$ cat src/adc_limit_channel_control_map.svh
// register offsets, field positions and reset values of the converter control block
// assumes byte addresses on a 32-bit AXI4-Lite bus, one aligned word per register
`ifndef ADC_LIMIT_CHANNEL_CONTROL_MAP_SVH
`define ADC_LIMIT_CHANNEL_CONTROL_MAP_SVH

// =============================================================
// register offsets
`define ADC_OFF_MODE        8'h00
`define ADC_OFF_UPPER       8'h04
`define ADC_OFF_LOWER       8'h08
`define ADC_OFF_CHAN        8'h0C
`define ADC_OFF_RESULT      8'h10
`define ADC_OFF_STATUS      8'h14
`define ADC_OFF_MASK        8'h18
`define ADC_OFF_ROUTE       8'h1C

// =============================================================
// converter_mode_third fields
`define ADC_MODE_POS_HI     7
`define ADC_MODE_POS_LO     6
`define ADC_MODE_NEG        5
`define ADC_MODE_CHECK      3
`define ADC_MODE_LOW_POWER_WAKE_MODE     2
`define ADC_MODE_RES        0
`define ADC_MODE_WMASK      8'hED

// =============================================================
// input_channel_select fields
`define ADC_CHAN_ISS        7
`define ADC_CHAN_WMASK      8'h9F

// =============================================================
// status and mask bits
`define ADC_STAT_DONE       0
`define ADC_STAT_PROHIB     1

// =============================================================
// reset values
`define ADC_RST_MODE        8'h00
`define ADC_RST_UPPER       8'hFF
`define ADC_RST_LOWER       8'h00
`define ADC_RST_CHAN        8'h06

// =============================================================
// bus responses
`define ADC_RESP_OKAY       2'h0
`define ADC_RESP_SLVERR     2'h2

`endif

$ cat src/adc_limit_channel_control_pkg.sv
// types of the converter control block
// assumes the offsets and fields come from the map header
package adc_limit_channel_control_pkg;

   typedef enum logic [1:0]
   {
      POS_REF_SUPPLY   = 2'b00,
      POS_REF_PIN      = 2'b01,
      POS_REF_INTERNAL = 2'b10,
      POS_REF_BAD      = 2'b11
   } pos_ref_t;

endpackage

$ cat src/adc_limit_channel_control.sv
// converter control: reference, window check, low_power_wake_mode, resolution, limits, channel routing
// assumes an AXI4-Lite master on sys_clk and a converter core that pulses conv_end
`timescale 1ns/1ps
`include "adc_limit_channel_control_map.svh"
`default_nettype none

module adc_limit_channel_control
#(
   parameter int RESULT_W = 10
)
(
   input  wire logic                sys_clk,
   input  wire logic                arst_n,
   input  wire logic [7:0]          s_axi_awaddr,
   input  wire logic                s_axi_awvalid,
   output logic                     s_axi_awready,
   input  wire logic [31:0]         s_axi_wdata,
   input  wire logic [3:0]          s_axi_wstrb,
   input  wire logic                s_axi_wvalid,
   output logic                     s_axi_wready,
   output logic [1:0]               s_axi_bresp,
   output logic                     s_axi_bvalid,
   input  wire logic                s_axi_bready,
   input  wire logic [7:0]          s_axi_araddr,
   input  wire logic                s_axi_arvalid,
   output logic                     s_axi_arready,
   output logic [31:0]              s_axi_rdata,
   output logic [1:0]               s_axi_rresp,
   output logic                     s_axi_rvalid,
   input  wire logic                s_axi_rready,
   input  wire logic [RESULT_W-1:0] conv_result,
   input  wire logic                conv_end,
   output logic [1:0]               pos_ref_select,
   output logic                     neg_ref_select,
   output logic                     limit_check_select,
   output logic                     low_power_wake_mode_enable,
   output logic                     resolution_select,
   output logic [4:0]               mux_code,
   output logic                     route_ext,
   output logic                     route_temp_sensor,
   output logic                     route_internal_ref,
   output logic                     conversion_done_irq,
   output logic                     irq
);

   // =============================================================
   // reset release
   logic rst_meta_n;
   logic rst_n;

   always_ff @(posedge sys_clk or negedge arst_n)
   begin
      if (!arst_n)
      begin
         rst_meta_n <= 1'b0;
         rst_n      <= 1'b0;
      end
      else
      begin
         rst_meta_n <= 1'b1;
         rst_n      <= rst_meta_n;
      end
   end

   // =============================================================
   // registers
   logic [7:0]          mode_reg;
   logic [7:0]          upper_reg;
   logic [7:0]          lower_reg;
   logic [7:0]          chan_reg;
   logic [RESULT_W-1:0] result_reg;
   logic [1:0]          status_reg;
   logic [1:0]          status_next;
   logic [1:0]          mask_reg;
   logic                done_irq_reg;
   logic                irq_reg;
   logic                route_ext_reg;
   logic                route_temp_reg;
   logic                route_vref_reg;
   logic [4:0]          mux_code_reg;

   // =============================================================
   // write channel: address and data are taken in either order
   logic        awready_reg;
   logic        wready_reg;
   logic        bvalid_reg;
   logic [1:0]  bresp_reg;
   logic [7:0]  waddr_reg;
   logic [31:0] wdata_reg;
   logic        wlane0_reg;

   wire aw_take  = s_axi_awvalid & awready_reg;
   wire w_take   = s_axi_wvalid & wready_reg;
   wire do_write = ~awready_reg & ~wready_reg & ~bvalid_reg;

   wire wr_hit_mode   = waddr_reg == `ADC_OFF_MODE;
   wire wr_hit_upper  = waddr_reg == `ADC_OFF_UPPER;
   wire wr_hit_lower  = waddr_reg == `ADC_OFF_LOWER;
   wire wr_hit_chan   = waddr_reg == `ADC_OFF_CHAN;
   wire wr_hit_status = waddr_reg == `ADC_OFF_STATUS;
   wire wr_hit_mask   = waddr_reg == `ADC_OFF_MASK;
   wire wr_hit_ro     = waddr_reg == `ADC_OFF_RESULT || waddr_reg == `ADC_OFF_ROUTE;
   wire wr_mapped     = wr_hit_mode | wr_hit_upper | wr_hit_lower | wr_hit_chan
                        | wr_hit_status | wr_hit_mask | wr_hit_ro;

   // only lane 0 carries register bits; upper lanes are ignored
   wire wr_en     = do_write & wlane0_reg;
   wire wr_mode   = wr_en & wr_hit_mode;
   wire wr_upper  = wr_en & wr_hit_upper;
   wire wr_lower  = wr_en & wr_hit_lower;
   wire wr_chan   = wr_en & wr_hit_chan;
   wire wr_status = wr_en & wr_hit_status;
   wire wr_mask   = wr_en & wr_hit_mask;

   always_ff @(posedge sys_clk or negedge rst_n)
   begin
      if (!rst_n)
      begin
         awready_reg <= 1'b1;
         wready_reg  <= 1'b1;
         bvalid_reg  <= 1'b0;
         bresp_reg   <= `ADC_RESP_OKAY;
         waddr_reg   <= 8'h00;
         wdata_reg   <= 32'h0000_0000;
         wlane0_reg  <= 1'b0;
      end
      else
      begin
         if (aw_take)
         begin
            awready_reg <= 1'b0;
            waddr_reg   <= s_axi_awaddr;
         end
         if (w_take)
         begin
            wready_reg <= 1'b0;
            wdata_reg  <= s_axi_wdata;
            wlane0_reg <= s_axi_wstrb[0];
         end
         if (do_write)
         begin
            bvalid_reg <= 1'b1;
            bresp_reg  <= wr_mapped ? `ADC_RESP_OKAY : `ADC_RESP_SLVERR;
         end
         else if (bvalid_reg & s_axi_bready)
         begin
            bvalid_reg  <= 1'b0;
            awready_reg <= 1'b1;
            wready_reg  <= 1'b1;
         end
      end
   end

   // =============================================================
   // channel code decode
   wire [4:0] chan_code   = chan_reg[4:0];
   wire       chan_iss    = chan_reg[`ADC_CHAN_ISS];
   wire       code_ext_ok = ~chan_iss & (chan_code[4:3] == 2'b00 || chan_code[4:2] == 3'b100);
   wire       code_temp   = chan_iss & (chan_code == 5'h00);
   wire       code_vref   = chan_iss & (chan_code == 5'h01);

   wire [4:0] wr_code     = wdata_reg[4:0];
   wire       wr_iss      = wdata_reg[`ADC_CHAN_ISS];
   wire       wr_code_ok  = wr_iss ? (wr_code[4:1] == 4'h0)
                                   : (wr_code[4:3] == 2'b00 || wr_code[4:2] == 3'b100);
   wire       wr_pos_bad  = wdata_reg[7:6] == adc_limit_channel_control_pkg::POS_REF_BAD;
   // a write with the unused positive reference code keeps the last legal selection
   wire [7:0] mode_wval   = {wr_pos_bad ? mode_reg[7:6] : wdata_reg[7:6], wdata_reg[5:0]}
                            & `ADC_MODE_WMASK;

   // =============================================================
   // window comparison on the upper eight result bits
   wire [7:0] cmp_value = conv_result[RESULT_W-1:RESULT_W-8];
   wire       in_window = (lower_reg <= cmp_value) && (cmp_value <= upper_reg);
   wire       out_window = (cmp_value < lower_reg) || (upper_reg < cmp_value);
   wire       check_out = mode_reg[`ADC_MODE_CHECK];
   wire       window_hit = check_out ? out_window : in_window;
   wire       done_event = conv_end & window_hit;
   wire       prohib_event = (wr_mode & wr_pos_bad) | (wr_chan & ~wr_code_ok);
   wire [1:0] status_clr = wr_status ? wdata_reg[1:0] : 2'b00;
   wire [1:0] status_set = {prohib_event, done_event};

   // set wins over a clear in the same cycle
   assign status_next = (status_reg & ~status_clr) | status_set;

   wire [RESULT_W-1:0] result_keep = resolution_select
                                     ? {conv_result[RESULT_W-1:2], 2'b00}
                                     : conv_result;

   always_ff @(posedge sys_clk or negedge rst_n)
   begin
      if (!rst_n)
      begin
         mode_reg   <= `ADC_RST_MODE;
         upper_reg  <= `ADC_RST_UPPER;
         lower_reg  <= `ADC_RST_LOWER;
         chan_reg   <= `ADC_RST_CHAN;
         mask_reg   <= 2'b00;
         status_reg <= 2'b00;
         result_reg <= '0;
      end
      else
      begin
         if (wr_mode)
            mode_reg <= mode_wval;
         if (wr_upper)
            upper_reg <= wdata_reg[7:0];
         if (wr_lower)
            lower_reg <= wdata_reg[7:0];
         if (wr_chan)
            chan_reg <= wdata_reg[7:0] & `ADC_CHAN_WMASK;
         if (wr_mask)
            mask_reg <= wdata_reg[1:0];
         if (conv_end)
            result_reg <= result_keep;
         status_reg <= status_next;
      end
   end

   // =============================================================
   // outputs toward the converter and the interrupt controller
   always_ff @(posedge sys_clk or negedge rst_n)
   begin
      if (!rst_n)
      begin
         done_irq_reg   <= 1'b0;
         irq_reg        <= 1'b0;
         route_ext_reg  <= 1'b0;
         route_temp_reg <= 1'b0;
         route_vref_reg <= 1'b0;
         mux_code_reg   <= 5'h00;
      end
      else
      begin
         done_irq_reg   <= done_event;
         irq_reg        <= |(status_next & mask_reg);
         route_ext_reg  <= code_ext_ok;
         route_temp_reg <= code_temp;
         route_vref_reg <= code_vref;
         // prohibited codes route nothing rather than an arbitrary input
         mux_code_reg   <= code_ext_ok ? chan_code : 5'h00;
      end
   end

   assign pos_ref_select      = mode_reg[`ADC_MODE_POS_HI:`ADC_MODE_POS_LO];
   assign neg_ref_select      = mode_reg[`ADC_MODE_NEG];
   assign limit_check_select  = mode_reg[`ADC_MODE_CHECK];
   assign low_power_wake_mode_enable       = mode_reg[`ADC_MODE_LOW_POWER_WAKE_MODE];
   assign resolution_select   = mode_reg[`ADC_MODE_RES];
   assign mux_code            = mux_code_reg;
   assign route_ext           = route_ext_reg;
   assign route_temp_sensor   = route_temp_reg;
   assign route_internal_ref  = route_vref_reg;
   assign conversion_done_irq = done_irq_reg;
   assign irq                 = irq_reg;

   // =============================================================
   // read channel: one cycle from address to data
   logic        arready_reg;
   logic        rvalid_reg;
   logic [31:0] rdata_reg;
   logic [1:0]  rresp_reg;

   wire ar_take = s_axi_arvalid & arready_reg;
   wire [7:0] ra = s_axi_araddr;
   wire rd_mapped = ra == `ADC_OFF_MODE || ra == `ADC_OFF_UPPER || ra == `ADC_OFF_LOWER
                    || ra == `ADC_OFF_CHAN || ra == `ADC_OFF_RESULT || ra == `ADC_OFF_STATUS
                    || ra == `ADC_OFF_MASK || ra == `ADC_OFF_ROUTE;
   wire [31:0] rd_value =
      ra == `ADC_OFF_MODE   ? {24'h000000, mode_reg} :
      ra == `ADC_OFF_UPPER  ? {24'h000000, upper_reg} :
      ra == `ADC_OFF_LOWER  ? {24'h000000, lower_reg} :
      ra == `ADC_OFF_CHAN   ? {24'h000000, chan_reg} :
      ra == `ADC_OFF_RESULT ? {{(32-RESULT_W){1'b0}}, result_reg} :
      ra == `ADC_OFF_STATUS ? {30'h00000000, status_reg} :
      ra == `ADC_OFF_MASK   ? {30'h00000000, mask_reg} :
      ra == `ADC_OFF_ROUTE  ? {24'h000000, route_vref_reg, route_temp_reg, route_ext_reg,
                               mux_code_reg} :
      32'h0000_0000;

   always_ff @(posedge sys_clk or negedge rst_n)
   begin
      if (!rst_n)
      begin
         arready_reg <= 1'b1;
         rvalid_reg  <= 1'b0;
         rdata_reg   <= 32'h0000_0000;
         rresp_reg   <= `ADC_RESP_OKAY;
      end
      else if (ar_take)
      begin
         arready_reg <= 1'b0;
         rvalid_reg  <= 1'b1;
         rdata_reg   <= rd_value;
         rresp_reg   <= rd_mapped ? `ADC_RESP_OKAY : `ADC_RESP_SLVERR;
      end
      else if (rvalid_reg & s_axi_rready)
      begin
         arready_reg <= 1'b1;
         rvalid_reg  <= 1'b0;
      end
   end

   assign s_axi_awready = awready_reg;
   assign s_axi_wready  = wready_reg;
   assign s_axi_bvalid  = bvalid_reg;
   assign s_axi_bresp   = bresp_reg;
   assign s_axi_arready = arready_reg;
   assign s_axi_rvalid  = rvalid_reg;
   assign s_axi_rdata   = rdata_reg;
   assign s_axi_rresp   = rresp_reg;
endmodule

`default_nettype wire

$ cat config.mk
export PLATFORM = sky130hd
export DESIGN_NAME = adc_limit_channel_control
export DESIGN_NICKNAME = d
export VERILOG_FILES = /design/src/adc_limit_channel_control_pkg.sv /design/src/adc_limit_channel_control.sv
export VERILOG_INCLUDE_DIRS = /design/src
export SDC_FILE = /design/constraint.sdc
export NUM_CORES = 1
export LEC_CHECK = 0
export BUFFER_PORTS_ARGS = -buffer_cell sky130_fd_sc_hd__buf_2
export CAP_MARGIN = 15
export CORE_UTILIZATION = 52
export DETAILED_ROUTE_END_ITERATION = 8
export PLACE_DENSITY = 0.8
export SYNTH_ARGS = -nofsm -noshare
export SYNTH_HDL_FRONTEND = slang
export SYNTH_SLANG_ARGS = --single-unit
$ cat constraint.sdc
create_clock -name sys_clk -period 3.1 [get_ports sys_clk]
set_clock_uncertainty 0.2 [all_clocks]
set_input_delay 0.155 -clock sys_clk [delete_from_list [all_inputs] [get_ports sys_clk]]
set_output_delay 0.155 -clock sys_clk [all_outputs]
set_load 0.01 [all_outputs]
==> summary.md <==
| Metric | Value |
|---|---|
| Worst IR Drop VDD | `0.4322 mV` |
| Number of global-route vias before repair | `3217` |
| Failing checks | `hold timing` |
| GR Overflow Total | `0` |
| CTS H-tree depth | `3` |
| Crit path launch type | `input port` |
| Complex-gate fraction of the synthesized area | `0.1042` |
| IO buf count | `75` |
| Max_slew headroom | `0.3541` |
| Worst Tran Pin Value | `0.9652 ns` |
| Worst setup margin | `0.3332 ns` |
| Post-layout nets | `565` |
| Area share of and/or/nand/nor cells after synthesis | `0.08970` |
| Worst path required time | `3.14 ns` |
| Fin. Hold Viols | `9` |
| Combinational cell fraction of total power | `0.246` |
| CTS max path bufs | `2` |
| Die area | `8657 µm²` |
| Pwr Density | `610.5 nW/µm²` |
| IO Pins | `127` |
| Ys async rst share | `1.000` |
| Psw | `1.017 mW` |
| Worst setup EP type | `register` |
| DR pass1 iterations | `4` |
| Worst-Skew Late Latency | `0.35 ns` |
| DR vias | `3136` |
| Die Width | `93.05 µm` |
| Pleak | `2.569 nW` |
| Clock power share | `0.226` |
| CTS clk-pin slew, worst paths | `0.08 ns` |
| Power Total | `3.218 mW` |
| Post-synthesis xor/xnor area fraction | `0` |
| Max Fclk | `361.4 MHz` |
| Top FF cell, synth | `dfrtp_1` |
| Initial antenna violation count | `0` |
| DRC errors left | `0` |
| Sequential area share after synthesis | `0.5147` |
| Hold WS | `-0.006088 ns` |
| Via density | `5.352` |
| Syn Std Cell Area | `4310 µm²` |
| Final RePlAce weighted congestion | `0.8848` |
| Share of layout cells above drive strength 1 | `0.3512` |
| Post-Syn Instances | `363` |
| Remaining antenna violation count | `0` |
| Per-cell routed wire length | `15.93 µm` |
| All-Layer GR Usage | `0.2325` |
| 1st-iter DRT viols | `150` |
| Num CTS Buffers | `9` |
| TritonCTS Sinks | `88` |
| Most frequent cells in the layout | `buf_2 (75), dfrtp_1 (74), mux2_2 (50)` |
| CP Max Fanout | `3` |
| CP arrival | `2.80 ns` |
| Post-synth EDFFs | `0` |
| First-pass GRT wire length | `15.44 mm` |
| Mux share of post-synthesis cell area | `0.1684` |
| Post-synthesis cell type count | `46` |
| FF/Latch Area | `2222 µm²` |
| Number of synthesized register bits | `88` |
| Multi-input gate area | `1859 µm²` |
| Slew Limit Fails | `0` |
| Leading cell type in the layout, fill and taps excluded | `buf_2` |
| Largest net degree at the start of global routing | `87` |
| Status | `finished with violations` |
| Internal power | `2.202 mW` |
| Sw Ratio | `0.3159` |
| Core Util, Final | `0.6683` |
| Post-DP HPWL | `6.712 mm` |
| WL final | `9.337 mm` |
| CP Class | `in -> reg` |
| Core ar. | `7888 µm²` |
| CTS tree | `yes` |
| RSZ-0062 raised after global routing | `no` |
| Setup tns final | `0 ns` |
| DIE HEIGHT | `93.05 µm` |
| Tcrit/Tclk final | `0.8925` |
| Reg power frac | `0.529` |
| Rows | `32` |
| Final setup fails | `0` |
| Ant diodes | `0` |
| Mean Syn Cell Area | `11.87 µm²` |
| Pre-CTS setup slack | `0.4447 ns` |
| Initial Util | `0.5465` |
| Synth warnings | `0` |
| HP Class | `reg -> async` |
| Period minus WS final | `2.767 ns` |
| Main combinational cell family by area after synthesis | `multiplexers` |
| Max-cap violation count | `0` |
| Adder-cell area share of the yosys netlist | `0.04644` |
| Area Growth Syn to Fin | `22.29%` |
| Clk root buf | `clkbuf_8` |
| Filler instances | `632` |
per-stage QoR:
stage	std cells	cell area, µm²
finish	586	5271
global route	586	5271
CTS	585	5244
detailed placement	530	4671
global placement	530	4671
floorplan	387	4400
routing by layer:
metal | GRT usage | vias to the layer above | part of all wire
met4 | 0.06026 | 0 | 0.015
met1 | 0.2866 | 1549 | 0.44
met2 | 0.4044 | 95 | 0.50
met3 | 0.06179 | 14 | 0.045
li1 | - | 1478 | -
met5 | 0 | - | 0
worst paths after layout:
kind                                 start        endpoint  cells past startpoint  slack, ns
max                         conv_result[5]             irq                      9       0.33
min                                  rst_n    lower_reg[7]                      0     -0.006
max reg2reg                   lower_reg[3]             irq                      8       0.41
min reg2reg                          rst_n    lower_reg[7]                      0     -0.006
max in group asynchronous            rst_n   s_axi_arready                      1       2.06
min in group sys_clk       s_axi_araddr[4]  s_axi_rdata[8]                      3       0.03
synthesized netlist by cell type, drive strengths merged, types with 6 or more instances:
master	instances	share of area
o21ai	15	0.017
a21oi	13	0.015
dfrtp	75	0.44
nand2	27	0.025
nor2	15	0.013
a211oi	6	0.010
inv	23	0.020
buf	27	0.049
dfstp	13	0.079
mux2	55	0.15
a22o	8	0.017
clkbuf	7	0.0061
ha	16	0.046
critical path, stage by stage:
cell,delay (ns)
dlygate4sd3_1,0.53
buf_2,0.15
ha_1,0.31
and3_1,0.19
a221oi_1,0.35
o221ai_1,0.21
or3_1,0.40
a32o_1,0.29
a22o_1,0.22
cells by family after synthesis:
group / after synthesis
AO/OA/AOI/OAI: 65
buffers and inverters: 57
flip-flops: 88
multiplexers: 60
adder cells (fa/ha/maj): 16
other: 2
AND/OR/NAND/NOR: 75
final cells by class:
class                      instances  area share
clock inverter                     3    0.004510
clock buffer                      13     0.03014
timing repair buffer             115      0.1505
multi-input combinational        242      0.3527
sequential                        88      0.4216
tap                              102     0.02421
inverter                          23     0.01638
timing repair:
| action | in CTS | in global routing |
|---|---|---|
| resized for setup | 0 | 0 |
| setup buffers | 0 | 0 |
| endpoints found under the hold margin | 38 | 0 |
| hold buffers | 39 | 0 |
power groups by stage:
stage / sequential, mW / clock [mW] / combinational (mW)
floorplan: 1.68 / 0 / 0.504
global placement: 1.71 / 0 / 0.684
detailed placement: 1.74 / 0 / 0.715
CTS: 1.71 / 0.748 / 0.768
global route: 1.75 / 0.786 / 0.870
finish: 1.70 / 0.727 / 0.791
Note: power is estimated with default switching activity, not from simulation.
